<file path="config.mk">
export PLATFORM = sky130hd
export DESIGN_NAME = ge_gt_compare_unit
export DESIGN_NICKNAME = d
export VERILOG_FILES = /design/src/core/ge_cmp_pkg.sv /design/src/core/ge_cmp_decode.sv /design/src/core/ge_gt_compare_unit.sv
export SDC_FILE = /design/constraint.sdc
export NUM_CORES = 1
export LEC_CHECK = 0
export ABC_AREA = 0
export BUFFER_PORTS_ARGS = -buffer_cell sky130_fd_sc_hd__buf_2
export CAP_MARGIN = 25
export CORE_ASPECT_RATIO = 0.8
export CORE_MARGIN = 1.5
export CORE_UTILIZATION = 33
export DETAILED_ROUTE_END_ITERATION = 16
export GPL_TIMING_DRIVEN = 0
export PLACE_DENSITY = 0.72
export SYNTH_ARGS = -nofsm -noshare
export SYNTH_HDL_FRONTEND = slang
export SYNTH_SLANG_ARGS = --single-unit
export TNS_END_PERCENT = 50
</file>
<file path="constraint.sdc">
create_clock -name i_clk -period 3.65 [get_ports i_clk]
set_input_delay 0.1825 -clock i_clk [delete_from_list [all_inputs] [get_ports i_clk]]
set_output_delay 0.1825 -clock i_clk [all_outputs]
set_load 0.05 [all_outputs]
</file>
<file path="src/core/ge_cmp_pkg.sv">
// Package: field layout, opcodes and types of the greater-or-equal compare unit
package ge_cmp_pkg;

    // ----------------------------------------------------------------
    // Widths
    // ----------------------------------------------------------------
    localparam int unsigned WORD_W  = 32;
    localparam int unsigned IDX_W   = 5;
    localparam int unsigned IMM_W   = 16;
    localparam int unsigned OP_W    = 6;
    localparam int unsigned XOP_W   = 6;
    localparam int unsigned SHF_W   = 5;

    // ----------------------------------------------------------------
    // Field positions
    // ----------------------------------------------------------------
    localparam int unsigned FA_HI   = 31;
    localparam int unsigned FA_LO   = 27;
    localparam int unsigned FB_HI   = 26;
    localparam int unsigned FB_LO   = 22;
    localparam int unsigned FC_HI   = 21;
    localparam int unsigned FC_LO   = 17;
    localparam int unsigned XOP_HI  = 16;
    localparam int unsigned XOP_LO  = 11;
    localparam int unsigned SHF_HI  = 10;
    localparam int unsigned SHF_LO  = 6;
    localparam int unsigned IMM_HI  = 21;
    localparam int unsigned IMM_LO  = 6;
    localparam int unsigned OP_HI   = 5;
    localparam int unsigned OP_LO   = 0;

    // ----------------------------------------------------------------
    // Opcodes
    // ----------------------------------------------------------------
    localparam logic [OP_W-1:0]  OP_RTYPE  = 6'h3a;
    localparam logic [OP_W-1:0]  OP_GEI    = 6'h08;
    localparam logic [OP_W-1:0]  OP_GEUI   = 6'h28;
    localparam logic [XOP_W-1:0] XOP_GE    = 6'h08;
    localparam logic [XOP_W-1:0] XOP_GEU   = 6'h28;
    localparam logic [XOP_W-1:0] XOP_LT    = 6'h10;
    localparam logic [SHF_W-1:0] SHF_ZERO  = 5'h00;
    localparam logic [IMM_W-1:0] ZERO_HALF = 16'h0000;

    // ----------------------------------------------------------------
    // Types
    // ----------------------------------------------------------------
    typedef enum {CMP_NONE, CMP_GE, CMP_GEU, CMP_GEI, CMP_GEUI, CMP_LT} cmp_op_t;

    typedef struct packed {
        logic [WORD_W-1:0] first_source_reg;
        logic [WORD_W-1:0] second_source_reg;
    } operands_t;

    typedef struct packed {
        logic              valid;
        logic [IDX_W-1:0]  destination_reg;
        logic [WORD_W-1:0] value;
    } writeback_t;

endpackage : ge_cmp_pkg

</file>
<file path="src/core/ge_cmp_decode.sv">
// Decoder of the compare instruction words
module ge_cmp_decode
(
    // Instruction word
    input  wire logic [31:0]             i_word,
    // Decoded fields
    output ge_cmp_pkg::cmp_op_t          o_op,
    output logic [ge_cmp_pkg::IDX_W-1:0] o_src_idx_a,
    output logic [ge_cmp_pkg::IDX_W-1:0] o_src_idx_b,
    output logic [ge_cmp_pkg::IDX_W-1:0] o_dst_idx,
    output logic [ge_cmp_pkg::IMM_W-1:0] o_immediate_half_word
);
    wire logic [ge_cmp_pkg::OP_W-1:0]  op_field;
    wire logic [ge_cmp_pkg::XOP_W-1:0] xop_field;
    wire logic                         is_rtype;
    wire logic                         shf_zero;

    assign op_field  = i_word[ge_cmp_pkg::OP_HI:ge_cmp_pkg::OP_LO];
    assign xop_field = i_word[ge_cmp_pkg::XOP_HI:ge_cmp_pkg::XOP_LO];
    assign shf_zero  = i_word[ge_cmp_pkg::SHF_HI:ge_cmp_pkg::SHF_LO] == ge_cmp_pkg::SHF_ZERO;
    assign is_rtype  = (op_field == ge_cmp_pkg::OP_RTYPE) && shf_zero;

    assign o_src_idx_a           = i_word[ge_cmp_pkg::FA_HI:ge_cmp_pkg::FA_LO];
    assign o_src_idx_b           = i_word[ge_cmp_pkg::FB_HI:ge_cmp_pkg::FB_LO];
    assign o_immediate_half_word = i_word[ge_cmp_pkg::IMM_HI:ge_cmp_pkg::IMM_LO];
    // Immediate forms write the second register field
    assign o_dst_idx = (op_field == ge_cmp_pkg::OP_RTYPE)
                     ? i_word[ge_cmp_pkg::FC_HI:ge_cmp_pkg::FC_LO]
                     : i_word[ge_cmp_pkg::FB_HI:ge_cmp_pkg::FB_LO];

    assign o_op = (is_rtype && xop_field == ge_cmp_pkg::XOP_GE)  ? ge_cmp_pkg::CMP_GE
                : (is_rtype && xop_field == ge_cmp_pkg::XOP_GEU) ? ge_cmp_pkg::CMP_GEU
                : (is_rtype && xop_field == ge_cmp_pkg::XOP_LT)  ? ge_cmp_pkg::CMP_LT
                : (op_field == ge_cmp_pkg::OP_GEI)  ? ge_cmp_pkg::CMP_GEI
                : (op_field == ge_cmp_pkg::OP_GEUI) ? ge_cmp_pkg::CMP_GEUI
                : ge_cmp_pkg::CMP_NONE;
endmodule : ge_cmp_decode

</file>
<file path="src/core/ge_gt_compare_unit.sv">
// Greater-or-equal compare datapath with decode and registered write-back
module ge_gt_compare_unit
(
    // Clock and reset
    input  wire logic                     i_clk,
    input  wire logic                     i_reset,
    // Issue from the instruction decoder
    input  wire logic                     i_valid,
    input  wire logic [31:0]              i_word,
    input  wire ge_cmp_pkg::operands_t    i_operands,
    // Write-back to the register file
    output ge_cmp_pkg::writeback_t        o_wb,
    output logic                          o_illegal
);
    // ----------------------------------------------------------------
    // Decode
    // ----------------------------------------------------------------
    ge_cmp_pkg::cmp_op_t                  op;
    logic [ge_cmp_pkg::IDX_W-1:0]         dst_idx;
    logic [ge_cmp_pkg::IMM_W-1:0]         immediate_half_word;

    ge_cmp_decode u_decode
    (
        .i_word                (i_word),
        .o_op                  (op),
        .o_src_idx_a           (),
        .o_src_idx_b           (),
        .o_dst_idx             (dst_idx),
        .o_immediate_half_word (immediate_half_word)
    );

    // ----------------------------------------------------------------
    // Compare
    // ----------------------------------------------------------------
    wire logic [31:0] first_source_reg;
    wire logic [31:0] second_source_reg;
    wire logic [31:0] imm_sext;
    wire logic [31:0] imm_zext;
    wire logic        ge_s;
    wire logic        ge_u;
    wire logic        gei_s;
    wire logic        geui_u;
    wire logic        lt_s;
    wire logic        hit;
    logic             result_bit;

    assign first_source_reg  = i_operands.first_source_reg;
    assign second_source_reg = i_operands.second_source_reg;
    assign imm_sext = {{ge_cmp_pkg::IMM_W{immediate_half_word[ge_cmp_pkg::IMM_W-1]}},
                       immediate_half_word};
    assign imm_zext = {ge_cmp_pkg::ZERO_HALF, immediate_half_word};
    assign ge_s   = $signed(first_source_reg) >= $signed(second_source_reg);
    assign ge_u   = first_source_reg >= second_source_reg;
    assign gei_s  = $signed(first_source_reg) >= $signed(imm_sext);
    assign geui_u = first_source_reg >= imm_zext;
    // Greater-than arrives as less-than with swapped operands
    assign lt_s   = $signed(first_source_reg) < $signed(second_source_reg);
    assign hit    = i_valid && (op != ge_cmp_pkg::CMP_NONE);

    always_comb
    begin
        case (op)
            ge_cmp_pkg::CMP_GE:   result_bit = ge_s;
            ge_cmp_pkg::CMP_GEU:  result_bit = ge_u;
            ge_cmp_pkg::CMP_GEI:  result_bit = gei_s;
            ge_cmp_pkg::CMP_GEUI: result_bit = geui_u;
            ge_cmp_pkg::CMP_LT:   result_bit = lt_s;
            default:              result_bit = 1'b0;
        endcase
    end

    // ----------------------------------------------------------------
    // Next write-back value
    // ----------------------------------------------------------------
    ge_cmp_pkg::writeback_t wb_r;
    ge_cmp_pkg::writeback_t wb_nxt;
    logic                   illegal_r;
    logic                   illegal_nxt;

    // Only bit 0 carries the outcome, the upper bits are always clear
    assign wb_nxt = '{valid:           hit,
                      destination_reg: dst_idx,
                      value:           {{(ge_cmp_pkg::WORD_W-1){1'b0}}, result_bit}};
    // A valid word that no compare claims is flagged instead of written
    assign illegal_nxt = i_valid && !hit;

    // ----------------------------------------------------------------
    // Write-back register
    // ----------------------------------------------------------------
    always_ff @(posedge i_clk)
    begin
        if (i_reset)
        begin
            wb_r      <= '0;
            illegal_r <= 1'b0;
        end
        else
        begin
            wb_r      <= wb_nxt;
            illegal_r <= illegal_nxt;
        end
    end

    // ----------------------------------------------------------------
    // Outputs
    // ----------------------------------------------------------------
    assign o_wb      = wb_r;
    assign o_illegal = illegal_r;

    // ----------------------------------------------------------------
    // Checks
    // ----------------------------------------------------------------
    AST_GE_SIGNED: assert property (@(posedge i_clk) disable iff (i_reset)
        i_valid && op == ge_cmp_pkg::CMP_GE |=> o_wb.valid
        && o_wb.value[0] == ($signed($past(first_source_reg)) >= $signed($past(second_source_reg))))
        else $error("signed register compare wrong");
    AST_GE_DECODE: assert property (@(posedge i_clk) disable iff (i_reset)
        i_word[5:0] == 6'h3a && i_word[16:11] == 6'h08 && i_word[10:6] == 5'h00
        |-> op == ge_cmp_pkg::CMP_GE)
        else $error("signed register form not decoded");
    AST_GEI_SIGNED: assert property (@(posedge i_clk) disable iff (i_reset)
        i_valid && i_word[5:0] == 6'h08 |=> o_wb.destination_reg == $past(i_word[26:22])
        && o_wb.value[0] == ($signed($past(first_source_reg))
                             >= $signed({{16{$past(i_word[21])}}, $past(i_word[21:6])})))
        else $error("signed immediate compare wrong");
    AST_GEI_DECODE: assert property (@(posedge i_clk) disable iff (i_reset)
        i_word[5:0] == 6'h08 |-> op == ge_cmp_pkg::CMP_GEI)
        else $error("signed immediate form not decoded");
    AST_GEU: assert property (@(posedge i_clk) disable iff (i_reset)
        i_valid && op == ge_cmp_pkg::CMP_GEU
        |=> o_wb.value[0] == ($past(first_source_reg) >= $past(second_source_reg)))
        else $error("unsigned register compare wrong");
    AST_GEU_DECODE: assert property (@(posedge i_clk) disable iff (i_reset)
        i_word[5:0] == 6'h3a && i_word[16:11] == 6'h28 && i_word[10:6] == 5'h00
        |-> op == ge_cmp_pkg::CMP_GEU)
        else $error("unsigned register form not decoded");
    AST_GEUI: assert property (@(posedge i_clk) disable iff (i_reset)
        i_valid && op == ge_cmp_pkg::CMP_GEUI
        |=> o_wb.value[0] == ($past(first_source_reg) >= {16'h0000, $past(i_word[21:6])}))
        else $error("unsigned immediate compare wrong");
    AST_GEUI_DECODE: assert property (@(posedge i_clk) disable iff (i_reset)
        i_word[5:0] == 6'h28 |-> op == ge_cmp_pkg::CMP_GEUI)
        else $error("unsigned immediate form not decoded");
    AST_LT: assert property (@(posedge i_clk) disable iff (i_reset)
        i_valid && op == ge_cmp_pkg::CMP_LT
        |=> o_wb.value[0] == ($signed($past(first_source_reg)) < $signed($past(second_source_reg))))
        else $error("signed less-than compare wrong");
    AST_UPPER_ZERO: assert property (@(posedge i_clk) disable iff (i_reset)
        o_wb.value[31:1] == 31'h0000_0000)
        else $error("result upper bits not clear");

    // ----------------------------------------------------------------
    // Destination, refusal and boundary checks
    // ----------------------------------------------------------------
    AST_GE_DEST: assert property (@(posedge i_clk) disable iff (i_reset)
        i_valid && op == ge_cmp_pkg::CMP_GE
        |=> o_wb.valid && o_wb.destination_reg == $past(i_word[21:17]))
        else $error("signed register compare wrote the wrong register");

    AST_GEU_DEST: assert property (@(posedge i_clk) disable iff (i_reset)
        i_valid && op == ge_cmp_pkg::CMP_GEU
        |=> o_wb.valid && o_wb.destination_reg == $past(i_word[21:17]))
        else $error("unsigned register compare wrote the wrong register");

    AST_GEUI_DEST: assert property (@(posedge i_clk) disable iff (i_reset)
        i_valid && op == ge_cmp_pkg::CMP_GEUI
        |=> o_wb.valid && o_wb.destination_reg == $past(i_word[26:22]))
        else $error("unsigned immediate compare wrote the wrong register");

    AST_LT_DEST: assert property (@(posedge i_clk) disable iff (i_reset)
        i_valid && op == ge_cmp_pkg::CMP_LT
        |=> o_wb.valid && o_wb.destination_reg == $past(i_word[21:17]))
        else $error("less-than compare wrote the wrong register");

    AST_REFUSED: assert property (@(posedge i_clk) disable iff (i_reset)
        i_valid && op == ge_cmp_pkg::CMP_NONE
        |=> o_illegal && !o_wb.valid)
        else $error("unknown word not refused");

    AST_GEI_ACCEPT: assert property (@(posedge i_clk) disable iff (i_reset)
        i_valid && op == ge_cmp_pkg::CMP_GEI
        |=> o_wb.valid && !o_illegal)
        else $error("signed immediate compare not written back");

    AST_GE_SELF: assert property (@(posedge i_clk) disable iff (i_reset)
        i_valid && op == ge_cmp_pkg::CMP_GE && first_source_reg == second_source_reg
        |=> o_wb.value[0])
        else $error("signed compare of equal operands not true");

    AST_GEU_ZERO: assert property (@(posedge i_clk) disable iff (i_reset)
        i_valid && op == ge_cmp_pkg::CMP_GEU && second_source_reg == 32'h0000_0000
        |=> o_wb.value[0])
        else $error("unsigned compare against zero not true");

    AST_LT_SELF: assert property (@(posedge i_clk) disable iff (i_reset)
        i_valid && op == ge_cmp_pkg::CMP_LT && first_source_reg == second_source_reg
        |=> !o_wb.value[0])
        else $error("less-than of equal operands not false");

    // Greater-than is the less-than result read with the operands swapped
    AST_GT_SWAP: assert property (@(posedge i_clk) disable iff (i_reset)
        i_valid && op == ge_cmp_pkg::CMP_LT
        |=> o_wb.value[0] == ($signed($past(second_source_reg))
                              > $signed($past(first_source_reg))))
        else $error("swapped greater-than result wrong");

    // The most negative immediate has no predecessor, so it is left out
    AST_GTI_PLUS_ONE: assert property (@(posedge i_clk) disable iff (i_reset)
        i_valid && op == ge_cmp_pkg::CMP_GEI && immediate_half_word != 16'h8000
        |=> o_wb.value[0] == ($signed($past(first_source_reg))
                              > ($signed($past(imm_sext)) - 32'sh0000_0001)))
        else $error("greater-than immediate result wrong");
endmodule : ge_gt_compare_unit

</file>
==> results by stage <==
Timing:
- The final worst-path cycle share is 62.4%.
- The actual transition at the worst max-transition pin is 0.591 ns.
- Setup repair after global routing left no endpoint under its margin.
- The hold violation count in the final report is 0.
- The final-layout setup total negative slack is 0 ns.
- The peak clock frequency supported by timing is between 400 and 500 MHz.
- The number of slew-limit violations in the final report is 0.
- Setup violations remaining at the end of the flow were counted as 0.
- Measured against its own limit, the worst slew margin works out to 60.5%.
- The clock period minus final worst setup slack is 2.28 ns.

Setup path:
- Walking the worst path, the cells encountered are buf_2 -> inv_1 -> ha_1 -> a21oi_1 -> o21ai_0 -> a21oi_1 -> nand3_1 -> o311ai_0 -> o2111a_1 -> a41oi_2.
- On the worst path, the slowest cell contributes a delay of 0.43 ns.
- The gate family responsible for the most delay along the worst path is compound AO/OA/AOI/OAI gates.
- Together, buffers and inverters on the worst path number 2.
- The required time at the worst-slack endpoint is around 3.8 ns.
- The critical-path cell with the highest stage delay is inv_1.
- The cell seen most often among critical-path stages is a21oi_1.
- STA classifies the critical path startpoint as an input port.
- STA classifies the critical path endpoint as a flip-flop.
- Data arrives at the worst endpoint at 2.38 ns.
- The critical path in this run is classified as input port to flip-flop.
- In this run the worst path has a maximum fanout of 17.

Route:
- Before antenna repair, the detailed router went through 4 iterations.
- Across all layers, the routed design uses 2,388 vias.
- In the routed design, unresolved DRC markers number 0.
- The final layout contains routed wiring with a total length of roughly 6000 um.
- In the routed layout, each cell is associated on average with a via count of between 4 and 5.
- The mean routed wirelength per cell is approximately 11 um.
- The detail route stage leaves a number of antenna-violating nets equal to 0.
- The detailed router's first-iteration violation count is 79.

Cells and area:
- The number of inserted diodes is 0.
- The multi-input combinational cells in the finished layout cover a total of approximately 1800 um2.
- Relative to the synthesized area, the layout overhead comes to 33.0%.
- The flip-flop and latch area is 160 um2.
- Of the cells placed in the final design, the portion with a size suffix greater than 1 is between 30 and 40%.
- The layout has 713 filler cells.
- The number of nets at the end of the flow is 604.

GRT:
- The wire length of the first global-routing pass is between 9000 and 10,000 um.
- The global router's overall resource usage is 15.1%.
- The remaining global-route overflow is 0.
- The number of antenna violations at the first check in global routing is 0.
- The via count of the first global-routing pass is 2,217.
- The maximum number of pins on one net before global-route repair is 18.

CTS:
- CTS placed an instance of clkbuf_8 at the clock tree root.
- The number of gates resized after CTS is 0.
- The deepest clock path buffer count is 2.
- The maximum level of the CTS H-tree is 1.
- Post-CTS timing repair inserted 0 buffers for setup.
- For this design, the sink count on the clock tree is 8.
- The clock edge transition at the registers on the reported setup and hold paths is 0.04 ns.
- TritonCTS built the clock tree.
- The TritonCTS buffer count is 3.
- Hold repair after CTS inserted 0 buffers.

Logic synthesis:
- The unique cell type count in the Yosys netlist is 44.
- The mapped cell area is 2330 um2.
- The sequential area share after synthesis is ~6.9%.
- After technology mapping, the gate count stands at 305.
- By area the synthesized netlist is led by ha_1, buf_4, inv_1.
- The cell type with the largest total area after synthesis is ha_1.
- Counting instances in the post-synthesis netlist gives the leading cell types as ha_1, inv_1, buf_4.
- The post-synthesis average cell area is 7.63 um2.
- In the synthesized netlist the dominant register cell turns out to be dfxtp_1.
- The share of synthesized area in the top cell type comes to about a third.
- The count of flip-flops with a built-in enable after synthesis is 0.
- The synthesis warning total is 0.
- ha_1 is the most common cell in the netlist.
- The proportion of register bits with asynchronous set or reset after synthesis is 0%.
- The count of state elements after synthesis is 8.

Floorplan:
- For this design the top-level I/O count stands at 138.
- Measured along the y axis, the die boundary spans 78.1 um.
- The floorplan step defined a die boundary enclosing 7560 um2.
- The placeable core region is 6860 um2.
- Once the floorplan was initialized, standard cells occupied 33.9% of the core.
- The initialized floorplan defines 27 standard-cell rows.
- The die outline width is 96.9 um.

Power:
- Summed over all cells, the static leakage comes to 1.83 nW.
- In this run the power density over the cells is 180 nW/um2.
- The maximum vdd drop is 0.0817 mV.
- The post-layout total power is 0.556 mW.

Flow run:
- The number of violations of the max-capacitance limit is 0.

Status:
- The run finished with clean final reports.

Place:
- The last weighted congestion value of the routability-driven placer is ~0.84.
- Once detailed placement completed, the half-perimeter wirelength came to 5470 um.
- The number of buffer cells added on primary ports is 101.

Min path:
- The class of the most critical hold timing path is input port to flip-flop.
[tightest hold or removal path, cell delays in order]
cell and delay (ns):
buf_2 0.07, mux2i_1 0.05, nor2_1 0.08
[worst paths after layout]
path | from | end | slack [ns] | cells past startpoint
worst max-delay path | i_word[21] | o_wb[0]$_SDFF_PP0_ | 1.37 | 10
worst min-delay path | i_word[26] | o_wb[36]$_SDFF_PP0_ | 0.20 | 3
[metal layers]
layer / global-route usage, % / part of all wire, % / wire length [um] / vias to the layer above
li1: - / - / - / 1292
met1: 20.8 / 49 / 2870 / 1028
met2: 26.2 / 46 / 2730 / 68
met3: 1.42 / 5.2 / 305 / 0
met4: 1.74 / 0 / 0 / 0
met5: 0 / 0 / 0 / -
[kinds of logic (layout without fill, tap and decap cells)]
| family | Yosys count | after routing | share of synthesized area (%) |
|---|---|---|---|
| flip-flops | 8 | 8 | 6.89 |
| buffers and inverters | 84 | 188 | 18.7 |
| adder cells (fa/ha/maj) | 64 | 64 | 34.4 |
| AO/OA/AOI/OAI | 65 | 65 | 19.0 |
| multiplexers | 5 | 5 | 2.15 |
| AND/OR/NAND/NOR | 78 | 78 | 18.7 |
| other | 1 | 31 | 0.161 |
[cell type report]
type,instances,area share (%)
clock buffer,3,1.33
timing repair buffer,101,16.3
sequential,8,5.18
inverter,52,6.31
tap,87,3.52
multi-input combinational,243,59.6
buffer,32,7.76
[cell usage in the layout (no fill, tap or decap), types with 8 or more instances in the layout]
master,count
inv_1,52
nand2_1,21
a21oi_1,29
conb_1,31
dfxtp_1,8
nand4_1,12
buf_4,32
o21ai_0,9
nor2_1,18
ha_1,64
buf_2,101
[registers in the layout, indices dropped and copies added, names as in the netlist]
register   flops
o_wb           7
o_illegal      1
[where the power goes]
group	switching (mW)	total [mW]	internal [mW]
Combinational	0.219	0.359	0.140
Clock	0.0325	0.104	0.0712
Sequential	0.000822	0.0925	0.0917
[through the flow]
stage / cells / util, % / worst slack [ns] / hold WS (ns) / area, um2
floorplan: 335 / - / 1.65 / 0.246 / 2440
CTS: 526 / 45.1 / 1.35 / 0.199 / 3090
detailed placement: 523 / 44.5 / 1.11 / 0.434 / 3050
global placement: 523 / 44.5 / 1.14 / 0.428 / 3050
finish: 526 / 45.1 / 1.37 / 0.200 / 3090
global route: 526 / 45.1 / 1.14 / 0.224 / 3090
No activity file was read; power rests on OpenSTA's default activity.
